$ cat src/dtc_pkg.sv
// Package with register map, field layout and encodings of the timer block
package dtc_pkg;

  // Register indices; byte address is four times the index
  localparam logic [7:0] IDX_TIMER_CONTROL      = 8'h88;
  localparam logic [7:0] IDX_TIMER_MODE_CONTROL = 8'h89;
  localparam logic [7:0] IDX_TIMER0_COUNT_LOW   = 8'h8a;
  localparam logic [7:0] IDX_TIMER1_COUNT_LOW   = 8'h8b;
  localparam logic [7:0] IDX_TIMER0_COUNT_HIGH  = 8'h8c;
  localparam logic [7:0] IDX_TIMER1_COUNT_HIGH  = 8'h8d;

  // Reset value of every register
  localparam logic [7:0] RST_BYTE = 8'h00;

  // Timer control bit positions
  localparam int BIT_T1_OVF  = 7;
  localparam int BIT_T1_RUN  = 6;
  localparam int BIT_T0_OVF  = 5;
  localparam int BIT_T0_RUN  = 4;
  localparam int BIT_X1_FLAG = 3;
  localparam int BIT_X1_TYPE = 2;
  localparam int BIT_X0_FLAG = 1;
  localparam int BIT_X0_TYPE = 0;

  // Mode register: one nibble per timer
  localparam int FLD_T0   = 0;
  localparam int FLD_T1   = 4;
  localparam int OFS_MODE = 0;
  localparam int OFS_CT   = 2;
  localparam int OFS_GATE = 3;

  // Pin vector order inside the synchroniser
  localparam int PIN_T0   = 0;
  localparam int PIN_T1   = 1;
  localparam int PIN_INT0 = 2;
  localparam int PIN_INT1 = 3;
  localparam int NUM_PINS = 4;

  // Prescaler width of mode 0
  localparam int PRE_BITS = 5;

  // AHB-Lite encodings
  localparam logic [1:0] HTRANS_NONSEQ = 2'h2;
  localparam logic [2:0] HSIZE_WORD    = 3'h2;

  typedef enum logic [1:0] {
    MODE_PRESCALED = 2'h0,
    MODE_WIDE      = 2'h1,
    MODE_RELOAD    = 2'h2,
    MODE_SPLIT     = 2'h3
  } dtc_mode_t;

  typedef enum logic [3:0] {
    BUS_IDLE   = 4'h1,
    BUS_WRITE  = 4'h2,
    BUS_RDWAIT = 4'h4,
    BUS_RDDATA = 4'h8
  } dtc_bus_t;

endpackage

$ cat src/dtc_pin_sync.sv
// Two-stage synchroniser and falling-edge detector for the block's pins
`timescale 1ns/1ps
`default_nettype none
module dtc_pin_sync #(
  parameter int N = 4
) (
  input  wire logic         hclk,
  input  wire logic         hresetn,
  input  wire logic [N-1:0] pin_in,
  output logic      [N-1:0] pin_lvl,
  output logic      [N-1:0] pin_fall
);

  typedef struct packed {
    logic [N-1:0] meta;
    logic [N-1:0] sync;
    logic [N-1:0] prev;
  } dtc_sync_t;

  dtc_sync_t state_r;
  dtc_sync_t state_nxt;

  // Meta stage feeds only the sync stage
  always_comb begin
    state_nxt      = state_r;
    state_nxt.meta = pin_in;
    state_nxt.sync = state_r.meta;
    state_nxt.prev = state_r.sync;
  end

  // Pins idle high, so reset to ones to avoid a false edge
  always_ff @(posedge hclk or negedge hresetn) begin
    if (!hresetn) begin
      state_r <= '{meta: '1, sync: '1, prev: '1};
    end else begin
      state_r <= state_nxt;
    end
  end

  // Level and edge outputs per pin
  generate
    for (genvar i = 0; i < N; i++) begin : g_pin
      assign pin_lvl[i]  = state_r.sync[i];
      assign pin_fall[i] = state_r.prev[i] & ~state_r.sync[i];
    end
  endgenerate

endmodule
`default_nettype wire

$ cat src/dtc_top.sv
// Dual timer/counter with external interrupt flags behind AHB-Lite
`timescale 1ns/1ps
`default_nettype none
module dtc_top (
  input  wire logic        hclk,
  input  wire logic        hresetn,
  input  wire logic        hsel,
  input  wire logic [31:0] haddr,
  input  wire logic [1:0]  htrans,
  input  wire logic        hwrite,
  input  wire logic [2:0]  hsize,
  input  wire logic [31:0] hwdata,
  input  wire logic        hready,
  output logic      [31:0] hrdata,
  output logic             hreadyout,
  output logic             hresp,
  input  wire logic        t0_count_pin,
  input  wire logic        t1_count_pin,
  input  wire logic        external_irq0_pin_n,
  input  wire logic        external_irq1_pin_n,
  input  wire logic        timer0_vector_ack,
  input  wire logic        timer1_vector_ack,
  input  wire logic        ext_irq0_vector_ack,
  input  wire logic        ext_irq1_vector_ack,
  output logic             timer0_overflow_flag,
  output logic             timer1_overflow_flag,
  output logic             ext_irq0_flag,
  output logic             ext_irq1_flag
);

  typedef struct packed {
    logic [7:0]       timer_control;
    logic [7:0]       timer_mode_control;
    logic [7:0]       timer0_count_low;
    logic [7:0]       timer1_count_low;
    logic [7:0]       timer0_count_high;
    logic [7:0]       timer1_count_high;
    logic [7:0]       rdata;
    logic [7:0]       idx;
    logic             wr;
    dtc_pkg::dtc_bus_t bus;
  } dtc_state_t;

  dtc_state_t state_r;
  dtc_state_t state_nxt;

  logic [dtc_pkg::NUM_PINS-1:0] pin_raw;
  logic [dtc_pkg::NUM_PINS-1:0] pin_lvl;
  logic [dtc_pkg::NUM_PINS-1:0] pin_fall;

  // Combinational helpers, all set in the one combinational process
  logic       accept;
  logic       mapped;
  logic       wr_now;
  logic [1:0] mode0;
  logic [1:0] mode1;
  logic       inc0;
  logic       inc1;
  logic       inc0_high;
  logic       t0_ovf;
  logic       t1_set;
  logic [16:0] step0;
  logic [16:0] step1;
  logic [8:0]  high0_sum;
  logic [7:0]  ctl_base;

  assign pin_raw[dtc_pkg::PIN_T0]   = t0_count_pin;
  assign pin_raw[dtc_pkg::PIN_T1]   = t1_count_pin;
  assign pin_raw[dtc_pkg::PIN_INT0] = external_irq0_pin_n;
  assign pin_raw[dtc_pkg::PIN_INT1] = external_irq1_pin_n;

  // Pins come from outside the clock domain
  dtc_pin_sync #(
    .N (dtc_pkg::NUM_PINS)
  ) u_sync (
    .hclk     (hclk),
    .hresetn  (hresetn),
    .pin_in   (pin_raw),
    .pin_lvl  (pin_lvl),
    .pin_fall (pin_fall)
  );

  // Count enable from run, gate and pin level
  function automatic logic count_en(input logic run, input logic gate,
                                    input logic lvl);
    count_en = run & (~gate | lvl);
  endfunction

  // One step of a timer in modes 0 to 2; mode 3 steps only the low byte
  function automatic logic [16:0] step(input logic [1:0] m,
                                       input logic [7:0] tl,
                                       input logic [7:0] th,
                                       input logic       inc);
    logic [13:0] c13;
    logic [16:0] c16;
    logic [8:0]  c8;
    c13  = {1'b0, th, tl[dtc_pkg::PRE_BITS-1:0]} + 14'h0001;
    c16  = {1'b0, th, tl} + 17'h0_0001;
    c8   = {1'b0, tl} + 9'h001;
    step = {1'b0, th, tl};
    if (inc) begin
      unique case (m)
        dtc_pkg::MODE_PRESCALED: begin
          // Upper three low-byte bits are left as software wrote them
          step = {c13[13], c13[12:dtc_pkg::PRE_BITS],
                  tl[7:dtc_pkg::PRE_BITS],
                  c13[dtc_pkg::PRE_BITS-1:0]};
        end
        dtc_pkg::MODE_WIDE: begin
          step = c16;
        end
        dtc_pkg::MODE_RELOAD: begin
          step = {c8[8], th, c8[8] ? th : c8[7:0]};
        end
        dtc_pkg::MODE_SPLIT: begin
          step = {c8[8], th, c8[7:0]};
        end
      endcase
    end
  endfunction

  // Register read multiplexer; unmapped words read zero
  function automatic logic [7:0] rd_mux(input dtc_state_t s);
    unique case (s.idx)
      dtc_pkg::IDX_TIMER_CONTROL:      rd_mux = s.timer_control;
      dtc_pkg::IDX_TIMER_MODE_CONTROL: rd_mux = s.timer_mode_control;
      dtc_pkg::IDX_TIMER0_COUNT_LOW:   rd_mux = s.timer0_count_low;
      dtc_pkg::IDX_TIMER1_COUNT_LOW:   rd_mux = s.timer1_count_low;
      dtc_pkg::IDX_TIMER0_COUNT_HIGH:  rd_mux = s.timer0_count_high;
      dtc_pkg::IDX_TIMER1_COUNT_HIGH:  rd_mux = s.timer1_count_high;
      default:                         rd_mux = dtc_pkg::RST_BYTE;
    endcase
  endfunction

  // Next-state logic: bus slave, timers, flags
  always_comb begin
    state_nxt = state_r;

    // Address phase taken when selected and bus ready
    accept = hsel & hready & (htrans == dtc_pkg::HTRANS_NONSEQ);
    mapped = (haddr[31:10] == 22'h00_0000) && (haddr[1:0] == 2'h0)
             && (haddr[9:2] >= dtc_pkg::IDX_TIMER_CONTROL)
             && (haddr[9:2] <= dtc_pkg::IDX_TIMER1_COUNT_HIGH)
             && (hsize == dtc_pkg::HSIZE_WORD);
    // Writes commit at the end of their zero-wait data phase
    wr_now = (state_r.bus == dtc_pkg::BUS_WRITE) & state_r.wr;

    unique case (state_r.bus)
      dtc_pkg::BUS_RDWAIT: begin
        // One wait state lets a just-committed write be read back
        state_nxt.rdata = rd_mux(state_r);
        state_nxt.bus   = dtc_pkg::BUS_RDDATA;
      end
      dtc_pkg::BUS_IDLE, dtc_pkg::BUS_WRITE,
      dtc_pkg::BUS_RDDATA: begin
        if (accept) begin
          state_nxt.idx = mapped ? haddr[9:2] : dtc_pkg::RST_BYTE;
          state_nxt.wr  = hwrite & mapped;
          state_nxt.bus = hwrite ? dtc_pkg::BUS_WRITE
                                 : dtc_pkg::BUS_RDWAIT;
        end else begin
          state_nxt.wr  = 1'b0;
          state_nxt.bus = dtc_pkg::BUS_IDLE;
        end
      end
    endcase

    // Mode fields of each timer
    mode0 = state_r.timer_mode_control[dtc_pkg::FLD_T0 +
                                       dtc_pkg::OFS_MODE +: 2];
    mode1 = state_r.timer_mode_control[dtc_pkg::FLD_T1 +
                                       dtc_pkg::OFS_MODE +: 2];

    // Timer 0 increment: internal clock or pin falling edge
    inc0 = count_en(state_r.timer_control[dtc_pkg::BIT_T0_RUN],
             state_r.timer_mode_control[dtc_pkg::FLD_T0 +
                                        dtc_pkg::OFS_GATE],
             pin_lvl[dtc_pkg::PIN_INT0])
           & (state_r.timer_mode_control[dtc_pkg::FLD_T0 +
                                         dtc_pkg::OFS_CT]
              ? pin_fall[dtc_pkg::PIN_T0] : 1'b1);

    // Timer 1 increment; held still in mode 3
    inc1 = count_en(state_r.timer_control[dtc_pkg::BIT_T1_RUN],
             state_r.timer_mode_control[dtc_pkg::FLD_T1 +
                                        dtc_pkg::OFS_GATE],
             pin_lvl[dtc_pkg::PIN_INT1])
           & (state_r.timer_mode_control[dtc_pkg::FLD_T1 +
                                         dtc_pkg::OFS_CT]
              ? pin_fall[dtc_pkg::PIN_T1] : 1'b1)
           & (mode1 != dtc_pkg::MODE_SPLIT);

    step0 = step(mode0, state_r.timer0_count_low,
                 state_r.timer0_count_high, inc0);
    step1 = step(mode1, state_r.timer1_count_low,
                 state_r.timer1_count_high, inc1);

    // Split mode: timer 0 high byte is an internal timer on timer 1 run
    inc0_high = (mode0 == dtc_pkg::MODE_SPLIT)
                & state_r.timer_control[dtc_pkg::BIT_T1_RUN];
    high0_sum = {1'b0, state_r.timer0_count_high} + 9'h001;

    state_nxt.timer0_count_low  = step0[7:0];
    state_nxt.timer0_count_high = inc0_high ? high0_sum[7:0]
                                            : step0[15:8];
    state_nxt.timer1_count_low  = step1[7:0];
    state_nxt.timer1_count_high = step1[15:8];

    // Timer 1 flag belongs to timer 0 high byte while timer 0 splits
    t0_ovf = step0[16];
    t1_set = (inc0_high & high0_sum[8])
             | (step1[16] & (mode0 != dtc_pkg::MODE_SPLIT));

    // Software writes win over counting on count and mode registers
    if (wr_now) begin
      unique case (state_r.idx)
        dtc_pkg::IDX_TIMER_MODE_CONTROL:
          state_nxt.timer_mode_control = hwdata[7:0];
        dtc_pkg::IDX_TIMER0_COUNT_LOW:
          state_nxt.timer0_count_low = hwdata[7:0];
        dtc_pkg::IDX_TIMER1_COUNT_LOW:
          state_nxt.timer1_count_low = hwdata[7:0];
        dtc_pkg::IDX_TIMER0_COUNT_HIGH:
          state_nxt.timer0_count_high = hwdata[7:0];
        dtc_pkg::IDX_TIMER1_COUNT_HIGH:
          state_nxt.timer1_count_high = hwdata[7:0];
        default: begin
        end
      endcase
    end

    // Control: software value, then vector clears, then hardware sets
    ctl_base = (wr_now && state_r.idx == dtc_pkg::IDX_TIMER_CONTROL)
               ? hwdata[7:0] : state_r.timer_control;
    if (timer0_vector_ack) begin
      ctl_base[dtc_pkg::BIT_T0_OVF] = 1'b0;
    end
    if (timer1_vector_ack) begin
      ctl_base[dtc_pkg::BIT_T1_OVF] = 1'b0;
    end
    // Vector clear of external flags only in edge mode
    if (ext_irq0_vector_ack && ctl_base[dtc_pkg::BIT_X0_TYPE]) begin
      ctl_base[dtc_pkg::BIT_X0_FLAG] = 1'b0;
    end
    if (ext_irq1_vector_ack && ctl_base[dtc_pkg::BIT_X1_TYPE]) begin
      ctl_base[dtc_pkg::BIT_X1_FLAG] = 1'b0;
    end
    // Set wins so no overflow is lost to a clear
    if (t0_ovf) begin
      ctl_base[dtc_pkg::BIT_T0_OVF] = 1'b1;
    end
    if (t1_set) begin
      ctl_base[dtc_pkg::BIT_T1_OVF] = 1'b1;
    end
    // Edge mode latches a fall; level mode follows the low pin
    if (ctl_base[dtc_pkg::BIT_X0_TYPE]) begin
      ctl_base[dtc_pkg::BIT_X0_FLAG] = ctl_base[dtc_pkg::BIT_X0_FLAG]
                                       | pin_fall[dtc_pkg::PIN_INT0];
    end else begin
      ctl_base[dtc_pkg::BIT_X0_FLAG] =
        ~pin_lvl[dtc_pkg::PIN_INT0];
    end
    if (ctl_base[dtc_pkg::BIT_X1_TYPE]) begin
      ctl_base[dtc_pkg::BIT_X1_FLAG] = ctl_base[dtc_pkg::BIT_X1_FLAG]
                                       | pin_fall[dtc_pkg::PIN_INT1];
    end else begin
      ctl_base[dtc_pkg::BIT_X1_FLAG] =
        ~pin_lvl[dtc_pkg::PIN_INT1];
    end
    state_nxt.timer_control = ctl_base;
  end

  // All registers clear on reset except bus, which loads BUS_IDLE
  always_ff @(posedge hclk or negedge hresetn) begin
    if (!hresetn) begin
      state_r <= '{timer_control:      dtc_pkg::RST_BYTE,
                   timer_mode_control: dtc_pkg::RST_BYTE,
                   timer0_count_low:   dtc_pkg::RST_BYTE,
                   timer1_count_low:   dtc_pkg::RST_BYTE,
                   timer0_count_high:  dtc_pkg::RST_BYTE,
                   timer1_count_high:  dtc_pkg::RST_BYTE,
                   rdata:              dtc_pkg::RST_BYTE,
                   idx:                dtc_pkg::RST_BYTE,
                   wr:                 1'b0,
                   bus:                dtc_pkg::BUS_IDLE};
    end else begin
      state_r <= state_nxt;
    end
  end

  // Bus and flag outputs
  assign hreadyout = (state_r.bus != dtc_pkg::BUS_RDWAIT);
  assign hresp     = 1'b0;
  assign hrdata    = {24'h00_0000, state_r.rdata};
  assign timer0_overflow_flag = state_r.timer_control[dtc_pkg::BIT_T0_OVF];
  assign timer1_overflow_flag = state_r.timer_control[dtc_pkg::BIT_T1_OVF];
  assign ext_irq0_flag        = state_r.timer_control[dtc_pkg::BIT_X0_FLAG];
  assign ext_irq1_flag        = state_r.timer_control[dtc_pkg::BIT_X1_FLAG];
endmodule
`default_nettype wire

$ cat config.mk
export PLATFORM = sky130hd
export DESIGN_NAME = dtc_top
export DESIGN_NICKNAME = d
export VERILOG_FILES = /design/src/dtc_pkg.sv /design/src/dtc_pin_sync.sv /design/src/dtc_top.sv
export SDC_FILE = /design/constraint.sdc
export NUM_CORES = 1
export LEC_CHECK = 0
export ABC_AREA = 1
export BUFFER_PORTS_ARGS = -buffer_cell sky130_fd_sc_hd__buf_4
export CAP_MARGIN = 20
export CORE_MARGIN = 5
export CORE_UTILIZATION = 30
export CTS_CLUSTER_SIZE = 14
export DETAILED_ROUTE_END_ITERATION = 8
export GPL_TIMING_DRIVEN = 1
export PLACE_DENSITY = 0.53
export SLEW_MARGIN = 10
export SYNTH_ARGS = -nofsm -noshare
export SYNTH_HDL_FRONTEND = slang
export SYNTH_SLANG_ARGS = --single-unit
export TNS_END_PERCENT = 1
$ cat constraint.sdc
create_clock -name hclk -period 2.2 [get_ports hclk]
set_input_delay 0.44 -clock hclk [delete_from_list [all_inputs] [get_ports hclk]]
set_output_delay 0.44 -clock hclk [all_outputs]
set_load 0.05 [all_outputs]
# Yosys cells after proc, flatten, opt, wreduce, memory -nomap -nowiden
# Index checks and enable logic that the tools add are counted.
# op_classes
eq_ne	21
mux	28
reduce_logical	16
n_bitwise	27
addsub	7
n_lt_le_gt_ge	2
# ops
op	n
one-hot mux 17 bit (4 select lines)	2
two-way mux 8 bit	9
== test 8 bit, second input constant	6
one-hot mux 8 bit (6 select lines)	1
adder 16 x 1 -> 17 bit, second input constant	2
two-way mux 17 bit	2
two-way mux 32 bit	1
adder 13 x 1 -> 14 bit, second input constant	2
adder 8 x 1 -> 9 bit, second input constant	3
zero test 22 bit	1
AND 1 bit	16
== test 2 bit, second input constant	5
two-way mux 1 bit	10
>= comparator 8 bit, second input constant	1
less-or-equal comparator 8 bit, second input constant	1
one-hot mux 4 bit (2 select lines)	1
logical AND 1 bit	7
zero test 2 bit	3
NOT 1 bit	6
nonzero test 3 bit	2
two-way mux 5 bit	1
bitwise OR 1 bit	5
== test 2 x 1 -> 1 bit, second input constant	2
== test 4 x 1 -> 1 bit, second input constant	1
other kinds (9)	11
# word_totals
ff_bits	81
input_bits	82
out_inout_bits	38

# Logic depth before layout (Yosys ltp)
# Gate-level depths: netlist of the first run.
# logic_depth
ltp_word	9
mapped_depth	11
mapped_depth_nobuf	11

# By module
# A second synthesis of the first run with hierarchy kept.
# hier_totals
hier_cells	749
hier_area_um2	5230.0
# by_module_without_submodules
mod	instances	cells_each	area_per_inst_um2	seq_area_each_um2
dtc_top	1	725	4844.6	1727.9
dtc_pin_sync	1	24	385.4	315.3

# Worst setup path after synthesis of the first run
# Ideal clock, no wire load.
# synth_timing
path_kind	register to register
startpoint	reg state_r[46] (netlist bit)
endpoint	reg state_r[48] (netlist bit)
n_path_buf	0
path_stages_with_launch	9
period_less_slack_ns	1.681
setup_slack_ns	0.519
t_required_ns	2.087
t_arrival_ns	1.568
cell_sequence	dfrtp_1 ha_1 nand2_1 nor3_1 nand2_2 o211ai_1 o211ai_1 nand2_1 inv_1
# synth_lines
element	line	source
start: declaration	dtc_top.sv:44	dtc_state_t state_r;
start signal: assignment	dtc_top.sv:276	state_r <= '{timer_control: dtc_pkg::RST_BYTE,
start signal: assignment	dtc_top.sv:287	state_r <= state_nxt;

==> results of run 1 <==
==> power by group through the flow <==
stage          Combinational [uW]  Sequential, uW  Clock (uW)
5_1_grt                      1370            2110        1550
3_5_place_dp                 1200            2090           0
2_1_floorplan                 902            1980           0
6_report                     1210            2080        1450
4_1_cts                      1210            2070        1500
3_3_place_gp                 1200            2090           0
==> sequential cells by signal, indices dropped and copies added (netlist names) <==
signal                cells
ext_irq0_flag             1
ext_irq1_flag             1
hrdata                    8
mode0                     2
mode1                     2
state_r                  53
timer0_overflow_flag      1
timer1_overflow_flag      1
u_sync.pin_lvl            4
u_sync.state_nxt          4
u_sync.state_r            4
==> through the flow <==
step                instances  setup slack (ps)  total power (uW)   util
floorplan                 774               519              2890      -
global placement         1044               259              3290  0.348
detailed placement       1044               267              3290  0.348
CTS                      1060               240              4770  0.364
global route             1060              41.3              5030  0.365
finish                   1060               266              4740  0.365
==> routing by layer <==
layer | part of all wire | wire length, um | track usage | up-vias
met5 | 0 | 0 | 0 | -
met4 | 0.032 | 520 | 0.0747 | 0
met3 | 0.073 | 1180 | 0.0339 | 27
met2 | 0.43 | 6860 | 0.237 | 199
met1 | 0.47 | 7510 | 0.227 | 2287
li1 | - | - | - | 2542
==> final timing paths <==
kind | startpoint | endpoint | slack (ps)
worst max-delay path | state_r[37] | state_r[25] | 270
worst min-delay path | hresetn | state_r[61] | 5
worst max register to register | state_r[37] | state_r[25] | 270
worst min register to register | u_sync.state_nxt[4] | u_sync.pin_lvl[0] | 360
max in group asynchronous | hresetn | state_r[0] | 1590
min in group hclk | external_irq1_pin_n | u_sync.state_nxt[7] | 190
==> placed cells by master (no fill, tap or decap), drive strengths merged, types with 2 or more instances in the layout <==
master,n
o211ai,9
clkinv,2
a31oi,3
nand4,13
nand3,62
a21oi,39
clkinvlp,3
nand3b,2
o22ai,6
dfstp,13
nor4,5
nor3,14
conb,25
dfrtp,68
xor2,7
clkbuf,10
nand2,197
inv,100
buf,89
nor2,91
ha,3
o21ai,64
==> critical path, stage by stage (launching register included) <==
cell     delay (ps)
dfrtp_1         450
ha_1            230
nand3_1         140
inv_1           140
nand2_1         120
a21oi_2         250
inv_1            80
nor2_1          180
nand2_1          70
nand2_1          60
nand2_1          40
a21oi_1         110
==> layout make-up <==
cell class,count,share of cell area
Sequential cell,81,0.326
Inverter,99,0.0593
Timing Repair Buffer,89,0.109
Clock inverter,6,0.00659
Tap cell,225,0.0449
Clock buffer,10,0.0382
Multi-Input combinational cell,550,0.416
==> logic make-up (layout without fill, tap and decap cells) <==
kind of cell               after synthesis  count (layout)
buffers and inverters                  143             204
DFF                                     81              81
AOI/OAI and AO/OA                      126             126
adders and majority gates                3               3
xor gates and xnor gates                 7               7
and+or+nand+nor                        388             388
other                                    1              25
muxes                                    1               1
==> metrics.cfg, run 1 <==
[status]
run_status = finished clean

[route]
wl_per_cell_um = 15.2
dr_vias_cell = 4.77
drc_violations_left = 0
drt-pass1-iter-count = 6
detailedRoute.firstIterationViolations = 466
antenna_left = 0
wl_um = 16100
route.vias.total = 5055

[logic_synthesis]
post_synth_and_or_nand_nor_area_fraction = 0.328
synth-main-ff-cell = dfrtp_1
synth_most_common_cell = nand2_1
async_reset_ff_frac = 1.00
synth_area_um2 = 5230
share_of_synthesized_cell_area_in_full_adder_half_adder_and_majority_cells = 0.00718
post_synth_inst_count = 750
yosys.area.top_type = dfrtp_1
synth-edff-count = 0
synthesized_flop_and_latch_total = 81
synth.area.top_cells = dfrtp_1, nand2_1, inv_1
yosys.cell_types.count = 40
share_of_the_synthesized_area_in_compound_gates_ao_oa_aoi_oai = 0.131
ys_top_cells_by_count = nand2_1, inv_1, nor2_1, dfrtp_1
synth.yosys.warnings = 0
synthMuxAreaShare = 0.00216
syn-mean-instance-area_um2 = 6.97
synth_top_family_by_area = simple AND/OR/NAND/NOR gates
post-synth-top-area-fraction = 0.326
synth.yosys.seq_area_share = 0.391
post_synth_xor_area_fraction = 0.0117

[worst_setup_path]
critical_path.startpoint_type = flop
crit_path_max_fanout = 6
setup.worst_path.end_class = flop
worstRegToRegCells = 11
arrival_ps = 2210
criticalPathCategory = reg -> reg
data_required_critical_path_ps = 2480

[timing]
minimum_clock_period_ps = 1930
grt_setup_unrepaired = false
final_worst_clock_skew_ps = 10.2
slew_viol_final = 0
tightest_slew_ps = 583
worst_slew_margin_rel = 0.608
hold_viol = 0
finalSetupViolCount = 0
fmaxAchievable_ghz = 0.517
period_utilization_post_route = 0.879
hold-worst-slack_ps = 5.45
setup-tns-final_ps = 0

[pwr]
cell_internal_pwr_uw = 3000
power_frac_comb = 0.255
total_switching_power_uw = 1740
seqPwrFrac = 0.438
pwr-share-clk = 0.307
sw_frac_of_total = 0.368
p_leak_uw = 0.00314
max-vdd-ir-drop_mv = 0.369
pwr_density_cell_nw_per_um2 = 756

[floorplanning]
die_width_um = 142
top_level_ports = 120
area_enclosed_by_the_die_boundary_um2 = 20200
row_count = 48
floorplan_die_height_um = 142
core_area_um2 = 17200
floorplan.initialDensity = 0.304

[clock_tree]
htreeDepth = 3
maximum_root_to_sink_buffer_count = 2
post_cts.resized_instances = 0
cts_tree = built
clockRootBuffer = clkbuf_16
clock_latency_ps = 360
ctsHoldBuffers = 0
cts.sink_count = 81
cts_post_setup_buffers_inserted = 0
clk_transition_reported_paths_ps = 60
cts_inserted_buffers = 9

[cells_and_area]
design_area_um2 = 6260
footprint_of_the_multi_input_gates_um2 = 2610
diodes = 0
syn_to_final_growth_pct = 19.9
layout.nets = 915
final-seq-area_um2 = 2040
drive_above_1_share = 0.162
filler_cell_count = 1908

[global_route]
grt_first_pass_wirelength_um = 25300
grt_start_max_net_pins = 30
grt_antenna_before_repair = 0
grt_usage = 0.161
congestion_overflow_gr = 0
number_of_global_route_vias_before_repair = 4754

[placed_design]
hpwlAfterDp_um = 12600
place.gp.congestion = 0.943
port-buffer-count = 70
placed_area_um2 = 5980

[worst_hold_path]
timing.hold.worst.class = in -> async

[job]
max_capacitance_violation_total = 0

No activity file was read; power rests on OpenSTA's default activity.
==> run 2, diff against run 1 <==
--- a/config.mk
+++ b/config.mk
@@ -8,7 +8,7 @@
 export ABC_AREA = 1
 export BUFFER_PORTS_ARGS = -buffer_cell sky130_fd_sc_hd__buf_4
 export CAP_MARGIN = 20
-export CORE_MARGIN = 5
+export CORE_ASPECT_RATIO = 1.25
 export CORE_UTILIZATION = 30
 export CTS_CLUSTER_SIZE = 14
 export DETAILED_ROUTE_END_ITERATION = 8
==> run 2 against run 1 <==
Via count shrank 1.3%; setup slack gained 25 ps; die area shrank 11%; global-route usage grew 2.2 points; clock skew shrank 4.9 ps; clock power grew 8%; routed wire length shrank 4.1%; first-iteration DRC count shrank 48%.
==> metrics.cfg, run 2 (synthesis results as in run 1) <==
[cells_and_area]
drive_above_1_share = 0.160
diodes = 0
mostFrequentLayoutCells = nand2_1, inv_1, nor2_1
design_area_um2 = 6280
layout.nets = 916
final_common_cell = nand2_1
syn_to_final_growth_pct = 20.3
largest_reg_flops = 53
max_flop_register = state_r
final_core_util = 0.372
filler_cell_count = 1838

[worst_hold_path]
hold_path_startpoint = t0_count_pin
whs_path_cells = 1
timing.hold.worst.class = in -> reg
min_to = u_sync.state_nxt[4]

[pwr]
max-vdd-ir-drop_mv = 0.330
pwr_density_cell_nw_per_um2 = 766
p_leak_uw = 0.00315

[timing]
worst_slew_margin_rel = 0.614
slew_viol_final = 0
grt_setup_unrepaired = false
fmaxAchievable_ghz = 0.524
hold-worst-slack_ps = 193
tightest_slew_ps = 573
final_worst_clock_skew_ps = 5.33
period_utilization_post_route = 0.868
finalSetupViolCount = 0
setup-tns-final_ps = 0
minimum_clock_period_ps = 1910
hold_viol = 0

[route]
drc_violations_left = 0
detailedRoute.firstIterationViolations = 243
wl_um = 15400
antenna_left = 0
route.vias.total = 4991
wl_per_cell_um = 14.6
dr_vias_cell = 4.73
drt-pass1-iter-count = 5

[worst_setup_path]
critical-path-top-cell-by-count = nand2_1
critical_path.startpoint_type = flop
setup.worst_path.end_class = flop
reg2reg_to = state_r[26]
crit_path_max_fanout = 4
crit_chain = ha_1 -> nand3_1 -> nor2_1 -> nand2_1 -> a21oi_1 -> nand2_1 -> o21ai_0 -> nand2_1 -> a21oi_1
timing.rr.start = state_r[38]
timing.reg2reg.setup_slack_ps = 290
arrival_ps = 2180
critPathSlowestCell = dfrtp_1
crit_buf_inv = 0
worstRegToRegCells = 9
cpLargestDelayFamily = simple AND/OR/NAND/NOR gates
critical_path.max_stage_delay_ps = 390
data_required_critical_path_ps = 2470
criticalPathCategory = reg -> reg

[clock_tree]
cts_tree = built
clockRootBuffer = clkbuf_16
clk_transition_reported_paths_ps = 60
cts.sink_count = 81
maximum_root_to_sink_buffer_count = 2
htreeDepth = 3
cts_inserted_buffers = 9
clock_latency_ps = 350

[placed_design]
hpwlAfterDp_um = 12300
place.gp.congestion = 0.900
port-buffer-count = 70
placed_area_um2 = 5970

[floorplanning]
floorplan.initialDensity = 0.309
floorplan_die_height_um = 150
area_enclosed_by_the_die_boundary_um2 = 18000
die_width_um = 120
row_count = 53
top_level_ports = 120
core_area_um2 = 16900

[global_route]
grt_first_pass_wirelength_um = 25000
grt_start_max_net_pins = 41
grt_usage = 0.184
grt_antenna_before_repair = 0
number_of_global_route_vias_before_repair = 4822
congestion_overflow_gr = 0

[status]
run_status = finished clean

[job]
max_capacitance_violation_total = 0

run 2: cell count changes in the layout (fill, tap and decap cells not counted), sizes merged:
cell and delta:
clkinvlp -1, dlygate4sd3 +1, clkbuf -1, inv +1
bufinv +1
run 2: cell type report:
class | instances | area [um2] | area share
multi-input cells | 550 | 2600 | 0.414
flip-flops and latches | 81 | 2040 | 0.325
repair buffers | 90 | 691 | 0.110
inverters | 99 | 372 | 0.0591
well taps | 220 | 275 | 0.0438
clock buffers | 9 | 225 | 0.0358
clock inverters | 7 | 76.3 | 0.0121
run 2: what timing repair did:
action | in CTS | in global routing
setup buffers | 0 | 0
hold buffers | 1 | 0
gates resized for setup | 0 | 0
endpoints found under the hold margin | 13 | 0
run 2: worst max-delay path by stage:
stage	start	depth (start not counted)	endpoint
global placement	state_r[9]	8	state_r[40]
CTS	state_r[5]	8	ext_irq0_flag
floorplan	state_r[46]	8	state_r[48]
finish	state_r[38]	9	state_r[26]
global route	state_r[38]	9	state_r[26]
detailed placement	state_r[5]	8	ext_irq0_flag
run 2: stage by stage:
| step | power [uW] | instances | setup WS, ps |
|---|---|---|---|
| after floorplan | 2890 | 774 | 519 |
| after global placement | 3260 | 1039 | 319 |
| after detailed placement | 3280 | 1039 | 307 |
| after CTS | 4870 | 1056 | 292 |
| after global routing | 5160 | 1056 | 40.6 |
| final | 4820 | 1056 | 291 |
run 2: report_power, final:
part	switching, uW	internal [uW]	total [uW]
combinational	733	436	1170
sequential	332	1760	2090
clock	670	888	1560
run 2: per-layer routing:
layer / vias up / GRT usage / share of wire
met1: 2253 / 0.215 / 0.43
met4: 0 / 0.112 / 0.048
li1: 2540 / - / -
met2: 164 / 0.308 / 0.47
met3: 34 / 0.0358 / 0.048
met5: - / 0 / 0
run 2: worst register-to-register path: stages (launching register included):
cell	delay, ps
dfrtp_1	390
ha_1	200
nand3_1	140
nor2_1	210
nand2_1	80
a21oi_1	280
nand2_1	170
o21ai_0	180
nand2_1	70
a21oi_1	120
